`src/rtl/tfoe_pkg.sv`:
```
// constants and types of the timer flag and compare output enable block
// assumes one 100 MHz clock and an 8-bit register port with 3 address bits
package tfoe_pkg;

    localparam int unsigned ADDR_W = 3;
    localparam int unsigned DATA_W = 8;
    localparam int unsigned CNT_W  = 16;

    // register offsets
    localparam logic [ADDR_W-1:0] OFS_ENABLES = 3'h0;
    localparam logic [ADDR_W-1:0] OFS_FLAGS   = 3'h1;
    localparam logic [ADDR_W-1:0] OFS_OUT_EN  = 3'h2;
    localparam logic [ADDR_W-1:0] OFS_CTRL    = 3'h3;

    // values after reset
    localparam logic [DATA_W-1:0] RST_ENABLES = 8'hF8;
    localparam logic [DATA_W-1:0] RST_FLAGS   = 8'hF8;
    localparam logic [DATA_W-1:0] RST_OUT_EN  = 8'hF0;
    localparam logic [DATA_W-1:0] RST_CTRL    = 8'h00;
    localparam logic [DATA_W-1:0] RD_UNMAPPED = 8'h00;

    // unused upper bits, read back as ones
    localparam logic [DATA_W-1:0] FLAG_PAD_ONES = 8'hF8;
    localparam logic [DATA_W-1:0] OE_PAD_ONES   = 8'hF0;

    // field positions
    localparam int unsigned BIT_WRAP    = 2;
    localparam int unsigned BIT_EVT_B   = 1;
    localparam int unsigned BIT_EVT_A   = 0;
    localparam int unsigned OE_B_LSB    = 2;
    localparam int unsigned OE_A_LSB    = 0;
    localparam int unsigned EDGE_B_LSB  = 2;
    localparam int unsigned EDGE_A_LSB  = 0;
    localparam int unsigned PHASE_BIT   = 4;
    localparam int unsigned NUM_FLAGS   = 3;
    localparam int unsigned CTRL_W      = 5;

    // counter end points
    localparam logic [CNT_W-1:0] CNT_MAX  = 16'hFFFF;
    localparam logic [CNT_W-1:0] CNT_ZERO = 16'h0000;

    // compare output action per general register
    typedef enum logic [1:0] {
        OUT_NONE = 2'h0,
        OUT_LOW  = 2'h1,
        OUT_HIGH = 2'h2,
        OUT_RSVD = 2'h3
    } tfoe_out_sel_t;

endpackage

```
`src/rtl/tfoe_evt_if.sv`:
```
// counter facing signals shared by the top and the event detector
// assumes all signals live on the one system clock
`timescale 1ns/1ns
`default_nettype none
interface tfoe_evt_if;
    import tfoe_pkg::*;
    logic [CNT_W-1:0] count;
    logic             step;
    logic [CNT_W-1:0] gr_a;
    logic [CNT_W-1:0] gr_b;
    logic             phase_mode;
    logic             cmp_mode_a;
    logic             cmp_mode_b;
    logic             wrap_evt;
    logic             match_a;
    logic             match_b;

    modport ctrl (output count, step, gr_a, gr_b, phase_mode, cmp_mode_a, cmp_mode_b,
                  input wrap_evt, match_a, match_b);
    modport det  (input count, step, gr_a, gr_b, phase_mode, cmp_mode_a, cmp_mode_b,
                  output wrap_evt, match_a, match_b);
endinterface
`default_nettype wire

```
`src/rtl/tfoe_event_det.sv`:
```
// wrap and compare match detector for one 16-bit timer channel
// assumes step pulses once in the cycle the counter takes a new value
`timescale 1ns/1ns
`default_nettype none
module tfoe_event_det
(
    // clock and reset
    input  wire logic clk,
    input  wire logic rst_n,
    // counter side
    tfoe_evt_if.det   ev
);
    import tfoe_pkg::*;

    typedef struct packed {
        logic [CNT_W-1:0] prev_count;
    } tfoe_det_t;

    tfoe_det_t det_reg;
    tfoe_det_t det_next;

    always_comb begin
        det_next = det_reg;
        if (ev.step) begin
            det_next.prev_count = ev.count;
        end
    end

    always_ff @(posedge clk or negedge rst_n) begin
        if (!rst_n) begin
            det_reg <= '{prev_count: CNT_ZERO};
        end else begin
            det_reg <= det_next;
        end
    end

    // up wrap always; down wrap only while phase counting
    assign ev.wrap_evt = ev.step &&
        ((det_reg.prev_count == CNT_MAX && ev.count == CNT_ZERO) ||
         (ev.phase_mode && det_reg.prev_count == CNT_ZERO
          && ev.count == CNT_MAX));

    // match counts only on a fresh counter value, not while it sits still
    assign ev.match_b = ev.step && ev.cmp_mode_b && (ev.count == ev.gr_b);
    assign ev.match_a = ev.step && ev.cmp_mode_a && (ev.count == ev.gr_a);
endmodule
`default_nettype wire

```
`src/rtl/tfoe_top.sv`:
```
// event flags, interrupt requests and compare output enables of one timer channel
// assumes counter, general registers and capture pulses come from logic on clk
`timescale 1ns/1ns
`default_nettype none
module tfoe_top
(
    // clock and reset
    input  wire logic                        clk,
    input  wire logic                        rst_n,
    // register port
    input  wire logic [tfoe_pkg::ADDR_W-1:0] reg_addr,
    input  wire logic [tfoe_pkg::DATA_W-1:0] reg_wdata,
    input  wire logic                        reg_wr,
    input  wire logic                        reg_rd,
    output logic      [tfoe_pkg::DATA_W-1:0] reg_rdata,
    // counter and general registers
    input  wire logic [tfoe_pkg::CNT_W-1:0]  count,
    input  wire logic                        count_step,
    input  wire logic [tfoe_pkg::CNT_W-1:0]  general_reg_a,
    input  wire logic [tfoe_pkg::CNT_W-1:0]  general_reg_b,
    input  wire logic                        capture_a,
    input  wire logic                        capture_b,
    // transfer controller service
    input  wire logic                        transfer_controller_ack_a,
    input  wire logic                        transfer_controller_ack_b,
    // interrupt requests
    output logic                             wrap_irq,
    output logic                             event_irq_a,
    output logic                             event_irq_b,
    // compare output pins
    output logic                             cmp_pin_a,
    output logic                             cmp_pin_a_oe,
    output logic                             cmp_pin_b,
    output logic                             cmp_pin_b_oe
);
    import tfoe_pkg::*;

    typedef struct packed {
        logic [NUM_FLAGS-1:0] enables;
        logic [NUM_FLAGS-1:0] flags;
        logic [NUM_FLAGS-1:0] armed;
        logic [3:0]           out_en;
        logic [CTRL_W-1:0]    ctrl;
        logic [DATA_W-1:0]    rdata;
        logic                 pin_a;
        logic                 pin_b;
    } tfoe_state_t;

    tfoe_state_t st_reg;
    tfoe_state_t st_next;

    tfoe_evt_if ev ();

    // compare mode means both edge select bits are zero
    function automatic logic tfoe_is_cmp(input logic [1:0] edge_sel);
        return edge_sel == 2'h0;
    endfunction

    // only the two documented codes drive the pin; 11 is held off
    function automatic logic tfoe_drives(input logic [1:0] sel, input logic cmp);
        logic drv;
        drv = 1'b0;
        if (cmp) begin
            unique case (tfoe_out_sel_t'(sel))
                OUT_LOW:  drv = 1'b1;
                OUT_HIGH: drv = 1'b1;
                OUT_NONE: drv = 1'b0;
                OUT_RSVD: drv = 1'b0;
            endcase
        end
        return drv;
    endfunction

    // new pin level on a match; keeps the old level otherwise
    function automatic logic tfoe_pin_next(input logic [1:0] sel,
                                           input logic       cmp,
                                           input logic       hit,
                                           input logic       cur);
        logic lvl;
        lvl = cur;
        if (hit && tfoe_drives(sel, cmp)) begin
            lvl = (tfoe_out_sel_t'(sel) == OUT_HIGH);
        end
        return lvl;
    endfunction

    logic [1:0]           edge_sel_a;
    logic [1:0]           edge_sel_b;
    logic [1:0]           out_sel_a;
    logic [1:0]           out_sel_b;
    logic                 cmp_mode_a;
    logic                 cmp_mode_b;
    logic [NUM_FLAGS-1:0] hw_set;
    logic [NUM_FLAGS-1:0] sw_clr;
    logic [NUM_FLAGS-1:0] dtc_clr;
    logic [DATA_W-1:0]    rd_mux;
    logic                 wr_flags;
    logic                 rd_flags;

    assign edge_sel_a = st_reg.ctrl[EDGE_A_LSB +: 2];
    assign edge_sel_b = st_reg.ctrl[EDGE_B_LSB +: 2];
    assign out_sel_a  = st_reg.out_en[OE_A_LSB +: 2];
    assign out_sel_b  = st_reg.out_en[OE_B_LSB +: 2];
    assign cmp_mode_a = tfoe_is_cmp(edge_sel_a);
    assign cmp_mode_b = tfoe_is_cmp(edge_sel_b);
    assign wr_flags   = reg_wr && (reg_addr == OFS_FLAGS);
    assign rd_flags   = reg_rd && (reg_addr == OFS_FLAGS);

    assign ev.count      = count;
    assign ev.step       = count_step;
    assign ev.gr_a       = general_reg_a;
    assign ev.gr_b       = general_reg_b;
    assign ev.phase_mode = st_reg.ctrl[PHASE_BIT];
    assign ev.cmp_mode_a = cmp_mode_a;
    assign ev.cmp_mode_b = cmp_mode_b;

    tfoe_event_det u_det (
        .clk   (clk),
        .rst_n (rst_n),
        .ev    (ev.det)
    );

    // captures only count while the register is set up for capture
    always_comb begin
        hw_set            = '0;
        hw_set[BIT_WRAP]  = ev.wrap_evt;
        hw_set[BIT_EVT_B] = ev.match_b || (capture_b && !cmp_mode_b);
        hw_set[BIT_EVT_A] = ev.match_a || (capture_a && !cmp_mode_a);
    end

    // a write clears only bits that were seen as one and are written zero
    always_comb begin
        sw_clr = '0;
        if (wr_flags) begin
            sw_clr = st_reg.armed & ~reg_wdata[NUM_FLAGS-1:0];
        end
    end

    always_comb begin
        dtc_clr            = '0;
        dtc_clr[BIT_EVT_B] = transfer_controller_ack_b;
        dtc_clr[BIT_EVT_A] = transfer_controller_ack_a;
    end

    always_comb begin
        unique case (reg_addr)
            OFS_ENABLES: rd_mux = RST_ENABLES | DATA_W'(st_reg.enables);
            OFS_FLAGS:   rd_mux = FLAG_PAD_ONES | DATA_W'(st_reg.flags);
            OFS_OUT_EN:  rd_mux = OE_PAD_ONES | DATA_W'(st_reg.out_en);
            OFS_CTRL:    rd_mux = DATA_W'(st_reg.ctrl);
            default:     rd_mux = RD_UNMAPPED;
        endcase
    end

    always_comb begin
        st_next = st_reg;

        // set wins: it is ored in after every clear
        st_next.flags = (st_reg.flags & ~sw_clr & ~dtc_clr) | hw_set;

        // a read of the flags arms the bits it returned as one;
        // a write to the flags in a cycle without a flags read consumes the sequence
        if (rd_flags) begin
            st_next.armed = st_reg.flags;
        end else if (wr_flags) begin
            st_next.armed = '0;
        end
        st_next.armed = st_next.armed & st_next.flags;

        if (reg_wr) begin
            unique case (reg_addr)
                OFS_ENABLES: st_next.enables = reg_wdata[NUM_FLAGS-1:0];
                OFS_OUT_EN:  st_next.out_en  = reg_wdata[3:0];
                OFS_CTRL:    st_next.ctrl    = reg_wdata[CTRL_W-1:0];
                default: ;
            endcase
        end

        // read data stands only in the cycle after the strobe
        st_next.rdata = reg_rd ? rd_mux : RD_UNMAPPED;

        st_next.pin_b = tfoe_pin_next(out_sel_b, cmp_mode_b, ev.match_b,
                                      st_reg.pin_b);
        st_next.pin_a = tfoe_pin_next(out_sel_a, cmp_mode_a, ev.match_a,
                                      st_reg.pin_a);
    end

    always_ff @(posedge clk or negedge rst_n) begin
        if (!rst_n) begin
            st_reg.enables <= RST_ENABLES[NUM_FLAGS-1:0];
            st_reg.flags   <= RST_FLAGS[NUM_FLAGS-1:0];
            st_reg.armed   <= '0;
            st_reg.out_en  <= RST_OUT_EN[3:0];
            st_reg.ctrl    <= RST_CTRL[CTRL_W-1:0];
            st_reg.rdata   <= RD_UNMAPPED;
            st_reg.pin_a   <= 1'b0;
            st_reg.pin_b   <= 1'b0;
        end else begin
            st_reg <= st_next;
        end
    end

    assign reg_rdata = st_reg.rdata;

    // requests follow the registered flags and enables
    assign wrap_irq    = st_reg.flags[BIT_WRAP] && st_reg.enables[BIT_WRAP];
    assign event_irq_b = st_reg.flags[BIT_EVT_B] && st_reg.enables[BIT_EVT_B];
    assign event_irq_a = st_reg.flags[BIT_EVT_A] && st_reg.enables[BIT_EVT_A];

    // enable drops at once when a register leaves compare mode
    assign cmp_pin_a    = st_reg.pin_a;
    assign cmp_pin_b    = st_reg.pin_b;
    assign cmp_pin_a_oe = tfoe_drives(out_sel_a, cmp_mode_a);
    assign cmp_pin_b_oe = tfoe_drives(out_sel_b, cmp_mode_b);
endmodule
`default_nettype wire

```
`config.mk`:
```
export PLATFORM = sky130hd
export DESIGN_NAME = tfoe_top
export DESIGN_NICKNAME = d
export VERILOG_FILES = /design/src/rtl/tfoe_pkg.sv /design/src/rtl/tfoe_evt_if.sv /design/src/rtl/tfoe_event_det.sv /design/src/rtl/tfoe_top.sv
export SDC_FILE = /design/constraint.sdc
export NUM_CORES = 1
export LEC_CHECK = 0
export BUFFER_PORTS_ARGS = -buffer_cell sky130_fd_sc_hd__buf_2
export CAP_MARGIN = 20
export CORE_UTILIZATION = 49
export CTS_BUF_LIST = sky130_fd_sc_hd__clkbuf_4 sky130_fd_sc_hd__clkbuf_8
export CTS_CLUSTER_SIZE = 8
export DETAILED_ROUTE_END_ITERATION = 8
export PLACE_DENSITY_LB_ADDON = 0.3
export SETUP_SLACK_MARGIN = 0.02
export SYNTH_ARGS = -nofsm -noshare
export SYNTH_HDL_FRONTEND = slang
export SYNTH_SLANG_ARGS = --single-unit
export TNS_END_PERCENT = 5
```
`constraint.sdc`:
```
create_clock -name clk -period 5.5 [get_ports clk]
set_clock_uncertainty 0.2 [all_clocks]
set_input_delay 0.825 -clock clk [delete_from_list [all_inputs] [get_ports clk]]
set_output_delay 0.825 -clock clk [all_outputs]
set_load 0.05 [all_outputs]
```
# Yosys cells after proc, flatten, opt, wreduce, memory -nomap -nowiden
# Cells that the tools add are included.
dict set report classes {
  addsub 0
  multipliers 0
  div_mod_pow 0
  order_cmp 0
  eq_ne 13
  shift 0
  muxes 9
  n_bitwise 8
  n_reduce_logical 36
}
# op n
set op_table {}
lappend op_table {{$eq 16x16->1} 2}
lappend op_table {{$eq 16x16->1 const B} 2}
lappend op_table {{$logic_not 16->1} 2}
lappend op_table {{$pmux 8 s4} 1}
lappend op_table {{$logic_and 1x1->1} 17}
lappend op_table {{$and 3x3->3} 4}
lappend op_table {{$mux 3} 3}
lappend op_table {{$eq 2x2->1 const B} 4}
lappend op_table {{$logic_not 2->1} 4}
lappend op_table {{$mux 8} 1}
lappend op_table {{$reduce_or 2->1} 4}
lappend op_table {{$eq 3x2->1 const B} 2}
lappend op_table {{$not 3->3} 2}
lappend op_table {{$reduce_and 2->1} 3}
lappend op_table {{$eq 2x1->1 const B} 2}
lappend op_table {{$pmux 1 s2} 2}
lappend op_table {{$eq 3x1->1 const B} 1}
lappend op_table {{$logic_not 3->1} 1}
lappend op_table {{$logic_or 1x1->1} 3}
lappend op_table {{$not 2->3} 1}
lappend op_table {{$or 3x3->3} 1}
lappend op_table {{$logic_not 1->1} 2}
lappend op_table {{$mux 1} 2}
dict set report word_totals {
  regBits 44
  latch_bits 0
  ramBits 0
  romBits 0
  in_bits 68
  out_inout_bits 15
  word_cells 75
  memories 0
}

# Logic depth before layout (Yosys ltp)
dict set report logic_depth {
  ltp_word 8
  mapped_depth 5
  depth_no_buf 5
}

# Modules after synthesis
# Synthesis repeated with hierarchy kept, for this count alone.
dict set report hier_totals {
  cells_unflattened 218
  hier_area_um2 2456.1
}
# module n_inst cells_per_inst area_per_inst_um2 seq_area_each_um2
set by_module_without_submodules {}
lappend by_module_without_submodules {tfoe_top 1 116 1335.0 650.6}
lappend by_module_without_submodules {tfoe_event_det 1 102 1121.1 400.4}

# Least setup slack after synthesis
# Ideal clock, no wire load.
dict set report synth_timing {
  path_kind {register to output}
  from {reg st_reg, in the netlist out_sel_a[0]}
  to {out cmp_pin_a_oe}
  arrival_time_ns 1.742
  required_ns 4.475
  setup_slack_ns 2.733
  stages_incl_launch_ff 4
  n_path_buf 0
  cell_sequence {dfrtp_1 -> inv_1 -> ha_1 -> nor3_1}
}
dict set report synth_via {
  elab_chain_cells 4
  elab_cells_between_ends 8
  classes_between {eq/ne (3); mux (2); reduce/logical (3)}
}
# item line_no
set synth_rtl {}
lappend synth_rtl {{from (decl)} tfoe_top.sv:49} ;# tfoe_state_t st_reg;
lappend synth_rtl {{from (signal assigned)} tfoe_top.sv:199} ;# st_reg <= st_next;
lappend synth_rtl {{$eq 2x2->1, or another cell as far along} tfoe_top.sv:64} ;# unique case (tfoe_out_sel_t'(sel))
lappend synth_rtl {{$reduce_or 2->1 (no source line)} -}
lappend synth_rtl {{$pmux 1 s2 *} tfoe_top.sv:64}
lappend synth_rtl {{$mux 1 *} tfoe_top.sv:63} ;# if (cmp) begin
lappend synth_rtl {{to (decl)} tfoe_top.sv:32} ;# output logic cmp_pin_a_oe,
# Mark *: on every way between the ends. The rest lies on a longest branch, timed or not.

# Final worst setup path
dict set report layout_timing {
  from {reg st_reg, in the netlist out_sel_b[0]}
  to {out cmp_pin_b_oe}
}
dict set report layout_via {
  elab_chain_cells 4
  elab_cells_between_ends 8
  classes_between {eq/ne (3); mux (2); reduce/logical (3)}
}
# item line_no
set layout_rtl {}
lappend layout_rtl {{$eq 2x2->1, or another cell as far along} tfoe_top.sv:64}
lappend layout_rtl {{$reduce_or 2->1 (no source line)} -}
lappend layout_rtl {{$pmux 1 s2 *} tfoe_top.sv:64}
lappend layout_rtl {{$mux 1 *} tfoe_top.sv:63}
lappend layout_rtl {{to (decl)} tfoe_top.sv:34} ;# output logic cmp_pin_b_oe
# Marked as above.

==> results.toml <==
[placement]
routabilityCongestion = 0.804
port_buffers = 79
hpwl_mm = 4.24

[critical_path]
critical_path.max_stage_delay_ns = 0.38
cp_max_fo = 2
cp_top_family = "flip-flops"
r2r_slack_ns = 3.30
critPathBufInv = 2
crit_arrival_ns = 1.53
crit_path_top_delay_cell = "dfrtp_1"
crit_chain = "inv_1, ha_1, nor3_1, buf_2"
end_kind = "primary output"
critPathKind = "reg2out"
crit_required_ns = 4.47
crit_path_start_kind = "register"

[floorplanning]
pin_count = 83
rows = 24
core_area_mm2 = 0.00450
die_x_um = 71.5
start_util = 0.526
floorplan.die_area_mm2 = 0.00512
die_h_um = 71.5

[sta]
rsz0062_at_grt = "false"
post-route-period-util = 0.464
period_minus_slack_ns = 2.55
setup_viol = 0
hold_viol = 0
slew_headroom = 0.390
tns_ns = 0
drv_slew = 0
max_freq_mhz = 392
worst_slew_pin_slew_ns = 0.915

[clocking]
h-tree-depth = 2
cts_setup_buffers = 0
path_clk_slew_ns = 0.08
cts_made_buffers = 5
hold_buffers = 0
cts_buffer_depth = 2
ctsResizeCount = 0
clk_latency_ns = 0.30
tritoncts = "done"
cts_sinks = 42
cts_root_buffer = "clkbuf_8"

[cells_and_area]
largest_reg_flops = 16
nNetsFinal = 358
area_delta_synth_final_pct = 20.0
n_fill_cell = 369
antennaDiodeCount = 0
final_util = 0.631
final_layout_size_suffix_gt1_frac = 0.346

[yosys]
synth_cells = 214
yosys_warnings = 0
syn_area_per_cell_um2 = 11.1
ys_seq_area_frac = 0.444
synth_largest_area_cell = "dfrtp_1"
netlist_area_mm2 = 0.00237
ys_ff_latch = 42
synth_area_leaders = "dfrtp_1 44%, xnor2_1 8.1%, mux2_1 8.1%"
syn_nets = 284
synth_top_area_share = 0.444
ys_types = 36

[drt]
totalWireLength_mm = 5.56
routed_via_density = 5.76
ant_nets = 0
drt-initial-drc-count = 92
vias = 1963
firstDrtPassIters = 4
drcViolationCount = 0
avgRoutedWirePerCell_um = 16.3

[pwr]
power.leakage_nw = 1.30
ir_drop_mv = 0.104
power_density_mw_per_mm2 = 274

[global_routing]
grt_remaining_overflow = 0
grt_pass1_vias = 1850
grt_max_degree = 43
grt_usage = 0.235
antenna_found_initial = 0
grt_pass1_wl_mm = 8.98

[run]
cap_viol_max_count = 0

[min_path]
min_path_type = "reg2reg"

[status]
status = "finished clean"
==> cell families after synthesis <==
kind of cell    Yosys count  synth area share
flops                    42             0.444
compound gates           17            0.0459
buf+inv                  16            0.0412
simple gates             71             0.183
xor+xnor                 32             0.118
mux                      34             0.158
fa+ha+maj                 2            0.0106
==> cell usage after synthesis (all sizes together) <==
| master | n |
|---|---|
| dfrtp | 42 |
| nand4b | 4 |
| nor4bb | 1 |
| ha | 2 |
| o22a | 3 |
| nand2 | 7 |
| inv | 4 |
| or4 | 1 |
| mux2i | 7 |
| nor3 | 9 |
| a31oi | 4 |
| buf | 10 |
| mux2 | 27 |
| nand3 | 8 |
| nand4 | 11 |
| nand2b | 2 |
| and3 | 2 |
| a22oi | 3 |
| and2 | 3 |
| nor2 | 5 |
| nor4b | 1 |
| xor2 | 10 |
| a21oi | 2 |
| nor4 | 8 |
| clkbuf | 2 |
| or4b | 1 |
| xnor2 | 22 |
| or2 | 1 |
| nand3b | 5 |
| nor3b | 1 |
| o21ai | 5 |
| and4bb | 1 |
==> per-stage QoR <==
| step | hold slack, ns | cell area (um^2) | setup slack [ns] | cells | total power [W] |
|---|---|---|---|---|---|
| floorplan | 0.272 | 2370 | 2.73 | 214 | 0.000497 |
| global placement | 0.275 | 2750 | 2.95 | 333 | 0.000562 |
| detailed placement | 0.280 | 2750 | 2.92 | 333 | 0.000568 |
| CTS | 0.299 | 2840 | 2.92 | 341 | 0.000780 |
| global route | 0.336 | 2840 | 2.86 | 341 | 0.000816 |
| finish | 0.295 | 2840 | 2.95 | 341 | 0.000779 |
==> cell usage in the layout, fill, tap and decap left out, types with 4 or more instances in the layout <==
master and instances:
nand3b_1 5, a31oi_1 4, mux2_1 17, dfrtp_1 42
inv_1 4, nand2_1 7, xnor2_1 22, clkbuf_8 6
nor2_1 5, nand4_1 11, nand4b_1 4, buf_2 79
nor3_1 9, mux2_2 10, nor4_1 8, nand3_1 8
mux2i_1 7, xor2_1 10
==> final timing paths <==
check / to / start / cells past startpoint
worst min register to register: cmp_pin_a / cmp_pin_a / 1
worst max register to register: st_reg[21] / u_det.det_reg[9] / 5
worst max-delay path: cmp_pin_b_oe / out_sel_b[0] / 4
max in group asynchronous: u_det.det_reg[13] / rst_n / 1
worst min-delay path: cmp_pin_a / cmp_pin_a / 1
min in group asynchronous: reg_rdata[6] / rst_n / 1
==> routing by layer <==
| layer | up-vias | track usage | wire length [um] |
|---|---|---|---|
| met5 | - | 0 | 0 |
| met2 | 85 | 0.412 | 2820 |
| met3 | 13 | 0.0591 | 389 |
| li1 | 929 | - | - |
| met4 | 0 | 0.0871 | 124 |
| met1 | 936 | 0.280 | 2220 |
==> area by class of cell <==
class	count	area (um^2)	share of cell area
inverters	4	15.0	0.00528
well taps	52	65.1	0.0229
flip-flops and latches	42	1050	0.370
clock inverters	1	5.00	0.00176
repair buffers	79	395	0.139
multi-input cells	156	1220	0.430
clock buffers	7	90.1	0.0317
==> where the power goes <==
part	internal (W)	switching, W	total [W]
Combinational	0.0000785	0.000104	0.000183
Sequential	0.000345	0.0000334	0.000379
Clock	0.000106	0.000111	0.000218
Total	0.000530	0.000249	0.000779
(Power assumes the default switching activity.)
